[config.mk]
export PLATFORM = sky130hd
export DESIGN_NAME = jtag_test_port_select
export DESIGN_NICKNAME = d
export VERILOG_FILES = /design/src/pkg/tap_port_pkg.sv /design/src/rtl/jtag_test_port_select.sv /design/src/rtl/tap_sync.sv
export SDC_FILE = /design/constraint.sdc
export NUM_CORES = 1
export LEC_CHECK = 0
export CORE_UTILIZATION = 62
export CTS_CLUSTER_DIAMETER = 80
export CTS_CLUSTER_SIZE = 25
export DETAILED_ROUTE_END_ITERATION = 10
export DONT_BUFFER_PORTS = 1
export GPL_ROUTABILITY_DRIVEN = 0
export MAX_ROUTING_LAYER = met4
export PLACE_DENSITY = 0.78
export SLEW_MARGIN = 20
export SYNTH_ARGS = -nofsm -noshare
export SYNTH_HDL_FRONTEND = slang
export SYNTH_SLANG_ARGS = --single-unit
[constraint.sdc]
create_clock -name clk -period 2.5 [get_ports clk]
set_input_delay 0.5 -clock clk [delete_from_list [all_inputs] [get_ports clk]]
set_output_delay 0.5 -clock clk [all_outputs]
set_load 0.05 [all_outputs]
[src/pkg/tap_port_pkg.sv]
package tap_port_pkg;
  // tap state encodings, one-hot
  typedef enum logic [15:0] {
    ST_RESET      = 16'h0001,
    ST_IDLE       = 16'h0002,
    ST_SEL_DR     = 16'h0004,
    ST_CAP_DR     = 16'h0008,
    ST_SHIFT_DR   = 16'h0010,
    ST_EXIT1_DR   = 16'h0020,
    ST_PAUSE_DR   = 16'h0040,
    ST_EXIT2_DR   = 16'h0080,
    ST_UPD_DR     = 16'h0100,
    ST_SEL_IR     = 16'h0200,
    ST_CAP_IR     = 16'h0400,
    ST_SHIFT_IR   = 16'h0800,
    ST_EXIT1_IR   = 16'h1000,
    ST_PAUSE_IR   = 16'h2000,
    ST_EXIT2_IR   = 16'h4000,
    ST_UPD_IR     = 16'h8000
  } tap_state_t;

  localparam int IR_WIDTH = 4;
  localparam logic [3:0] IR_RESET_VALUE = 4'h1;
  localparam logic [3:0] IR_CAPTURE_VALUE = 4'h1;
  localparam logic [3:0] IR_BYPASS = 4'hf;
  localparam logic [3:0] IR_IDCODE = 4'h1;
  localparam int ID_WIDTH = 32;
  // arbitrary identification value
  localparam logic [31:0] ID_VALUE = 32'h0000_0001;
endpackage

[src/rtl/jtag_test_port_select.sv]
// Operation
// - test reset low initialises the controller at once, no clock needed
// - serial output changes only on falling test clock edges
// - serial input captured on rising test clock edges
// - mode select sampled on rising edges steers the controller
// - controller select latched at test reset release chooses the controller
// - system clock samples the test clock, whose edges pace the test logic and register access
// - return clock output shares a pin with the single-wire function
`timescale 1ns/1ps
module jtag_test_port_select
  import tap_port_pkg::*;
(
  input wire logic clk,
  input wire logic resetn,
  input wire logic tck,
  input wire logic tms,
  input wire logic tdi,
  input wire logic trst_n,
  input wire logic tap_controller_select,
  input wire logic single_wire_enable,
  input wire logic single_wire_out,
  input wire logic internal_tdo,
  output logic tdo,
  output logic tdo_oe,
  output logic shared_pin_out,
  output logic shared_pin_oe,
  output logic debug_selected,
  output tap_port_pkg::tap_state_t tap_state
);
  import tap_port_pkg::*;

  // ---------------------------------------------
  // pin sampling
  // ---------------------------------------------
  logic [4:0] pins_sync;
  logic tck_s, tms_s, tdi_s, trst_s, sel_s;
  logic tck_d_reg, trst_d_reg;
  logic tck_rise, tck_fall, trst_release;

  tap_sync #(.WIDTH(5)) u_sync (
    .clk(clk),
    .resetn(resetn),
    .async_in({tck, tms, tdi, trst_n, tap_controller_select}),
    .sync_out(pins_sync)
  );

  assign {tck_s, tms_s, tdi_s, trst_s, sel_s} = pins_sync;

  always_ff @(posedge clk or negedge resetn)
  begin
    if (!resetn)
    begin
      tck_d_reg <= 1'b0;
      trst_d_reg <= 1'b0;
    end
    else
    begin
      tck_d_reg <= tck_s;
      trst_d_reg <= trst_s;
    end
  end

  // edges of the test clock and of test reset release; all test logic but the select flop advances only on the clock edges
  assign tck_rise = tck_s & ~tck_d_reg;
  assign tck_fall = ~tck_s & tck_d_reg;
  assign trst_release = trst_s & ~trst_d_reg;

  // raw test reset acts immediately, even with the test clock stopped
  logic test_rst_n;
  assign test_rst_n = resetn & trst_n;

  // ---------------------------------------------
  // controller select
  // ---------------------------------------------
  logic sel_reg;

  // caught at the release edge; flop resets to debugger choice
  always_ff @(posedge clk or negedge resetn)
  begin
    if (!resetn)
      sel_reg <= 1'b1;
    else if (trst_release)
      sel_reg <= sel_s;
  end

  // ---------------------------------------------
  // tap state machine
  // ---------------------------------------------
  tap_state_t state_reg, state_next;

  always_comb
  begin
    case (state_reg)
      ST_RESET: state_next = tms_s ? ST_RESET : ST_IDLE;
      ST_IDLE: state_next = tms_s ? ST_SEL_DR : ST_IDLE;
      ST_SEL_DR: state_next = tms_s ? ST_SEL_IR : ST_CAP_DR;
      ST_CAP_DR: state_next = tms_s ? ST_EXIT1_DR : ST_SHIFT_DR;
      ST_SHIFT_DR: state_next = tms_s ? ST_EXIT1_DR : ST_SHIFT_DR;
      ST_EXIT1_DR: state_next = tms_s ? ST_UPD_DR : ST_PAUSE_DR;
      ST_PAUSE_DR: state_next = tms_s ? ST_EXIT2_DR : ST_PAUSE_DR;
      ST_EXIT2_DR: state_next = tms_s ? ST_UPD_DR : ST_SHIFT_DR;
      ST_UPD_DR: state_next = tms_s ? ST_SEL_DR : ST_IDLE;
      ST_SEL_IR: state_next = tms_s ? ST_RESET : ST_CAP_IR;
      ST_CAP_IR: state_next = tms_s ? ST_EXIT1_IR : ST_SHIFT_IR;
      ST_SHIFT_IR: state_next = tms_s ? ST_EXIT1_IR : ST_SHIFT_IR;
      ST_EXIT1_IR: state_next = tms_s ? ST_UPD_IR : ST_PAUSE_IR;
      ST_PAUSE_IR: state_next = tms_s ? ST_EXIT2_IR : ST_PAUSE_IR;
      ST_EXIT2_IR: state_next = tms_s ? ST_UPD_IR : ST_SHIFT_IR;
      ST_UPD_IR: state_next = tms_s ? ST_SEL_DR : ST_IDLE;
      default: state_next = ST_RESET;
    endcase
  end

  always_ff @(posedge clk or negedge test_rst_n)
  begin
    if (!test_rst_n)
      state_reg <= ST_RESET;
    else if (tck_rise)
      state_reg <= state_next;
  end

  // ---------------------------------------------
  // instruction and data shift paths
  // ---------------------------------------------
  logic [IR_WIDTH-1:0] ir_shift_reg, ir_reg;
  logic [ID_WIDTH-1:0] dr_shift_reg;

  always_ff @(posedge clk or negedge test_rst_n)
  begin
    if (!test_rst_n)
    begin
      ir_shift_reg <= IR_RESET_VALUE;
      ir_reg <= IR_RESET_VALUE;
    end
    else if (tck_rise)
    begin
      case (state_reg)
        ST_CAP_IR: ir_shift_reg <= IR_CAPTURE_VALUE;
        ST_SHIFT_IR: ir_shift_reg <= {tdi_s, ir_shift_reg[IR_WIDTH-1:1]};
        ST_UPD_IR: ir_reg <= ir_shift_reg;
        ST_RESET: ir_reg <= IR_RESET_VALUE;
        default: ir_reg <= ir_reg;
      endcase
    end
  end

  // bypass is one bit at the bottom of the same shifter
  always_ff @(posedge clk or negedge test_rst_n)
  begin
    if (!test_rst_n)
      dr_shift_reg <= '0;
    else if (tck_rise)
    begin
      if (state_reg == ST_CAP_DR)
        dr_shift_reg <= (ir_reg == IR_IDCODE) ? ID_VALUE : '0;
      else if (state_reg == ST_SHIFT_DR)
      begin
        if (ir_reg == IR_IDCODE)
          dr_shift_reg <= {tdi_s, dr_shift_reg[ID_WIDTH-1:1]};
        else
          dr_shift_reg <= {{(ID_WIDTH-1){1'b0}}, tdi_s};
      end
    end
  end

  // ---------------------------------------------
  // serial output and shared pin
  // ---------------------------------------------
  logic shift_bit;
  assign shift_bit = (state_reg == ST_SHIFT_IR) ? ir_shift_reg[0] : dr_shift_reg[0];

  // falling edge update gives the probe a half period of setup
  always_ff @(posedge clk or negedge test_rst_n)
  begin
    if (!test_rst_n)
    begin
      tdo <= 1'b0;
      tdo_oe <= 1'b0;
    end
    else if (tck_fall)
    begin
      tdo <= sel_reg ? shift_bit : internal_tdo;
      tdo_oe <= (state_reg == ST_SHIFT_IR) || (state_reg == ST_SHIFT_DR);
    end
  end

  // return clock trails the sampled test clock; single-wire use takes the pin
  always_ff @(posedge clk or negedge resetn)
  begin
    if (!resetn)
    begin
      shared_pin_out <= 1'b0;
      shared_pin_oe <= 1'b0;
    end
    else if (single_wire_enable)
    begin
      shared_pin_out <= single_wire_out;
      shared_pin_oe <= ~single_wire_out;
    end
    else
    begin
      shared_pin_out <= tck_s;
      shared_pin_oe <= 1'b1;
    end
  end

  always_ff @(posedge clk or negedge resetn)
  begin
    if (!resetn)
    begin
      debug_selected <= 1'b1;
      tap_state <= ST_RESET;
    end
    else
    begin
      debug_selected <= sel_reg;
      tap_state <= state_reg;
    end
  end
endmodule // jtag_test_port_select

[src/rtl/tap_sync.sv]
`timescale 1ns/1ps
module tap_sync #(
  parameter int WIDTH = 1
) (
  input wire logic clk,
  input wire logic resetn,
  input wire logic [WIDTH-1:0] async_in,
  output logic [WIDTH-1:0] sync_out
);
  logic [WIDTH-1:0] meta_reg;

  // two-flop synchroniser; first stage feeds only the second
  always_ff @(posedge clk or negedge resetn)
  begin
    if (!resetn)
    begin
      meta_reg <= '0;
      sync_out <= '0;
    end
    else
    begin
      meta_reg <= async_in;
      sync_out <= meta_reg;
    end
  end
endmodule // tap_sync

# Word-level counts from Yosys, hierarchy flattened
# Index checks and enable logic that the tools add are counted.
# word_totals
ff_bits	90
out_inout_bits	21
# classes
n_mux	23
bitwise	8
n_reduce_logical	10
eq_ne	17
# ops
op	count
16-bit case mux with 12 select lines	1
32-bit 2-to-1 mux	3
16-bit 2-to-1 mux	2
9-bit 2-to-1 mux	2
16-bit by 1-bit == test with 1-bit output, second input constant	1
16-bit by 10-bit == test with 1-bit output, second input constant	1
16-bit by 11-bit == test with 1-bit output, second input constant	1
16-bit by 12-bit == test with 1-bit output, second input constant	1
16-bit by 13-bit == test with 1-bit output, second input constant	1
16-bit by 14-bit == test with 1-bit output, second input constant	1
16-bit by 15-bit == test with 1-bit output, second input constant	1
16-bit == test, second input constant	1
16-bit by 2-bit == test with 1-bit output, second input constant	1
16-bit by 3-bit == test with 1-bit output, second input constant	1
16-bit by 4-bit == test with 1-bit output, second input constant	1
16-bit by 5-bit == test with 1-bit output, second input constant	1
16-bit by 6-bit == test with 1-bit output, second input constant	1
16-bit by 7-bit == test with 1-bit output, second input constant	1
16-bit by 8-bit == test with 1-bit output, second input constant	1
16-bit by 9-bit == test with 1-bit output, second input constant	1
4-bit case mux with 2 select lines	2
15-bit 2-to-1 mux	1
13-bit 2-to-1 mux	1
11-bit 2-to-1 mux	1
14 further kinds	29

# Logic depth before layout (Yosys ltp)
# depth
depth_word	4
depth_mapped	8
depth_no_buf	5

# Cells and area by module
# Synthesis repeated with hierarchy kept, for this count alone.
# hier_totals
hier_cells	352
hier_area_um2	3678.5
# by_module_without_submodules
module	seq_area_each_um2	area_each_um2	instances	cells_each
jtag_test_port_select	2009.4	3428.3	1	342
tap_sync	250.2	250.2	1	10

# Worst setup path after synthesis
# No wires, ideal clock.
# synth_path
kind	register to register
from	register state_reg[5]
to	register ir_shift_reg[0]
path_slack_ns	0.535
arrival_time_ns	1.884
path_buffers	2
setup_time_ns	0.081
stages_incl_launch_ff	8
synth_period_minus_slack_ns	1.965
path_cell_list	dfrtp_1 buf_4 nor4_4 nand4_2 or4_1 buf_2 nor3b_2 a21oi_1
# synth_between
elab_chain_cells	3
word_cells_on_any_way	5
classes_between	eq/ne: 2; mux: 1; reduce/logical: 2
# synth_lines
element	line	text
from (decl)	jtag_test_port_select.sv:89	tap_state_t state_reg, state_next;
from (signal assigned)	jtag_test_port_select.sv:119	state_reg <= state_next;
16-bit by 12-bit == test with 1-bit output or 16-bit by 11-bit == test with 1-bit output (tied branches)	jtag_test_port_select.sv:137	case (state_reg)
2-bit nonzero test (no source line)	--	
2-bit AND reduction (no source line)	--	
to (signal assigned)	jtag_test_port_select.sv:139	ST_SHIFT_IR: ir_shift_reg <= {tdi_s, ir_shift_reg[IR_WIDTH-1:1]};
to (decl)	jtag_test_port_select.sv:125	logic [IR_WIDTH-1:0] ir_shift_reg, ir_reg;
# Parallel ways exist; a longest one is shown, timed or not.
# A chain may end at the register's enable or synchronous reset.

# Worst setup path in the final report
# layout_path
from	register state_reg[5]
to	register tdo
# layout_between
elab_chain_cells	3
# layout_lines
element	line	text
16-bit by 12-bit == test with 1-bit output	jtag_test_port_select.sv:170	assign shift_bit = (state_reg == ST_SHIFT_IR) ? ir_shift_reg[0] : dr_shift_reg[0];
1-bit 2-to-1 mux	jtag_test_port_select.sv:170	
1-bit 2-to-1 mux	jtag_test_port_select.sv:182	tdo <= sel_reg ? shift_bit : internal_tdo;
to (signal assigned)	jtag_test_port_select.sv:182	
to (decl)	jtag_test_port_select.sv:23	output logic tdo,
# No other way between the ends.

==> summary.md <==
| Metric | Value |
|---|---|
| Longest Clk Path Bufs | 2 |
| Met2 global-route usage | 0.366 |
| Initial DRC Count | 273 |
| Die Ht | 78.9 um |
| Drt drc | 0 |
| Gr ovfl total | 0 |
| Synth async-reset ratio | 1.00 |
| Critical path buffers and inverters | 0 |
| FF-to-FF Start | state_reg[5]$_DFFE_PN0P_ |
| Crit Path Max Fanout | 9 |
| Syn Inst Count | 301 |
| DRT Pass-1 Iters | 5 |
| Dpl cells | 360 |
| Sw frac | 0.300 |
| Initial Util | 0.653 |
| Syn Nets | 311 |
| Critical Path AT | 2.54 ns |
| RSZ-0062 raised after global routing | no |
| Hold Buf Count CTS | 2 |
| Count of state elements after synthesis | 90 |
| CTS Sinks | 90 |
| Crit start category | flop |
| Pleak | 0.00185 uW |
| GRT Util Overall | 0.274 |
| Minimum hold slack | 0.145 ns |
| Post-route ant nets | 0 |
| Setup_tns | 0 ns |
| CTS tree | built |
| Largest net degree at the start of global routing | 33 |
| Cell family with the largest share of critical-path delay | simple AND/OR/NAND/NOR gates |
| Reg2reg end | tdo$_DFFE_PN0P_ |
| GRT met1 Usage | 0.388 |
| Synthesized cell area | 3660 um2 |
| HP Class | input port to flop |
| GR peak layer | met1 |
| Ys Warns | 0 |
| Crit. path cell count | 5 |
| Port Buffers | 0 |
| Max-capacitance violation count | 0 |
| Power share of the clock group | 0.344 |
| Boundary Pins | 31 |
| Max Slew Vio Count | 0 |
| CP Cell Sequence | nor4_4 > nand4_2 > nor4_2 > a211oi_1 > o31ai_1 |
| Hold depth | 0 |
| EDFF count, synth | 0 |
| Post-cts sizing count | 0 |
| Netlist cell types | 50 |
| Avg Cell Area, Syn | 12.2 um2 |
| Max reg flops | 32 |
| Cell depth of the worst flop-to-flop path | 5 |
| Crit share post-route | 0.904 |
| Via Count | 2387 |
| Sequential area share after synthesis | 0.617 |
| Global-route wire length before repair | 12100 um |
| Top_reg_cell synth | dfrtp_1 |
| CP Capture Type | flop |
| Postcts setup bufs | 0 |
| Reg-to-reg slack, setup | 0.24 ns |
| CTS buffer count | 9 |
| GR met3 Demand/Resource | 0.0667 |
| Clock Tree Root | clkbuf_8 |
| Peak supply drop | 0.599 mV |
| H-Tree Depth | 3 |
| Switching power | 990 uW |
| Hold path start | tap_controller_select |
| Pint | 2310 uW |
| Vias per cell | 6.31 |
| Status | completed |
| Core Region | 5610 um2 |
| Register share of total power | 0.525 |
| Crit-path slowest cell | nor4_4 |
| Final #Nets | 311 |
| Initial antenna violation count | 0 |
| Hold path endpoint | u_sync.meta_reg[0]$_DFF_PN0_ |
| ANT cells | 0 |
| CP peak stage delay | 0.59 ns |
| Reg clk slew, reported paths | 0.10 ns |
| Final WS setup | 0.239 ns |
| DIE AREA | 6220 um2 |
| Fmax | 442 MHz |
| Most frequent cells in the layout | dfrtp_1 (84), nand2_1 (33), a22o_1 (31), nor2_1 (15) |
| Cell Count, Final, Fillers Out | 378 |
| Die Span X | 78.9 um |
| Comb pwr share | 0.132 |
| Actual slew at the worst max-slew pin | 0.664 ns |
| Post-route minimum period | 2.26 ns |
| Power Density | 830 nW/um2 |
| Critical path type | flop to flop |
| DP Worst Slack | 0.251 ns |
| HPWL Detailed | 4530 um |
| Vias in the first global route | 2311 |
| Routed Wire Length | 7140 um |
| Synthesis-to-layout area growth | 8.71% |
| Worst slew margin | 0.557 |
| Final setup fails | 0 |
| Hold Fails Final Rpt | 0 |
| Rows | 27 |
| CP required | 2.78 ns |
| Commonest non-fill, non-tap cell in the layout | dfrtp_1 |
| Layout cells sized above 1 | 0.157 |
| Worst-skew pair later-pin latency | 0.37 ns |
| Clk_skew | 0.0116 ns |
| Fillcell total | 395 |
| WL per Instance | 18.9 um |
==> power by group through the flow <==
stage | sequential [uW] | clock [uW] | combinational [uW]
floorplan | 1700 | 0 | 371
global placement | 1760 | 0 | 396
detailed placement | 1760 | 0 | 414
CTS | 1730 | 1150 | 433
global route | 1740 | 1200 | 486
finish | 1730 | 1130 | 435
==> worst register-to-register path: cells and delay by family (launching register included) <==
kind | cells | cell delay [ns]
simple gates | 3 | 1.27
compound gates | 2 | 0.40
flops | 1 | 0.50
==> through the flow <==
stage / util / instance area [um2] / power, uW
3_3_place_gp: 0.663 / 3720 / 2150
6_report: 0.710 / 3980 / 3300
2_1_floorplan: - / 3660 / 2070
3_5_place_dp: 0.663 / 3720 / 2170
4_1_cts: 0.710 / 3980 / 3320
5_1_grt: 0.710 / 3980 / 3430
==> layout make-up <==
cell class | instances | area (um2) | share of cell area
Sequential cell | 90 | 2260 | 0.568
Multi-Input combinational cell | 182 | 1260 | 0.317
Clock buffer | 10 | 138 | 0.0346
Timing Repair Buffer | 11 | 110 | 0.0277
Clock inverter | 6 | 96.3 | 0.0242
Tap cell | 72 | 90.1 | 0.0226
Inverter | 7 | 26.3 | 0.00660
==> worst max-delay path by stage <==
stage / slack (ns) / endpoint / startpoint
finish: 0.24 / tdo$_DFFE_PN0P_ / state_reg[5]$_DFFE_PN0P_
CTS: 0.23 / tdo$_DFFE_PN0P_ / state_reg[5]$_DFFE_PN0P_
detailed placement: 0.25 / tdo$_DFFE_PN0P_ / state_reg[5]$_DFFE_PN0P_
global route: 0.1 / ir_reg[1]$_DFFE_PN0P_ / state_reg[5]$_DFFE_PN0P_
floorplan: 0.24 / dr_shift_reg[0]$_DFFE_PN0P_ / trst_n
global placement: 0.38 / tdo$_DFFE_PN0P_ / state_reg[5]$_DFFE_PN0P_
==> kinds of logic (layout without fill, tap and decap cells) <==
logic type             Yosys count  count (layout)  synth area share
AND/OR/NAND/NOR                103             103             0.173
XOR/XNOR                         7               7            0.0167
AO/OA/AOI/OAI                   67              67             0.140
buffers and inverters           29              34            0.0389
flip-flops                      90              90             0.617
multiplexers                     5               5            0.0147
==> routing by layer <==
metal	share of wire	routed length (um)
met1	0.45	3230
met4	0.023	165
met3	0.069	492
met5	0	0
met2	0.45	3250
==> Yosys cell counts, types with 3 or more instances <==
master    instances  area (um2)
o21ai_1           7        35.0
buf_2             9        45.0
o31ai_1           4        30.0
nand4b_1          3        26.3
dfstp_2           6         158
nor4_4            3        63.8
nor2b_1           3        18.8
nand3_1           4        20.0
nand4_1           6        37.5
clkbuf_1          8        30.0
mux2_1            3        33.8
a22o_1           31         272
nor2_1           15        56.3
nor4_1            7        43.8
a21oi_1           3        15.0
o21ai_0          10        50.1
nand2_1          33         124
inv_1             7        26.3
xnor2_1           5        43.8
nor4b_1           5        43.8
buf_4             4        30.0
nor3_1            7        35.0
dfrtp_1          84        2100
Note: power is estimated with default switching activity, not from simulation.
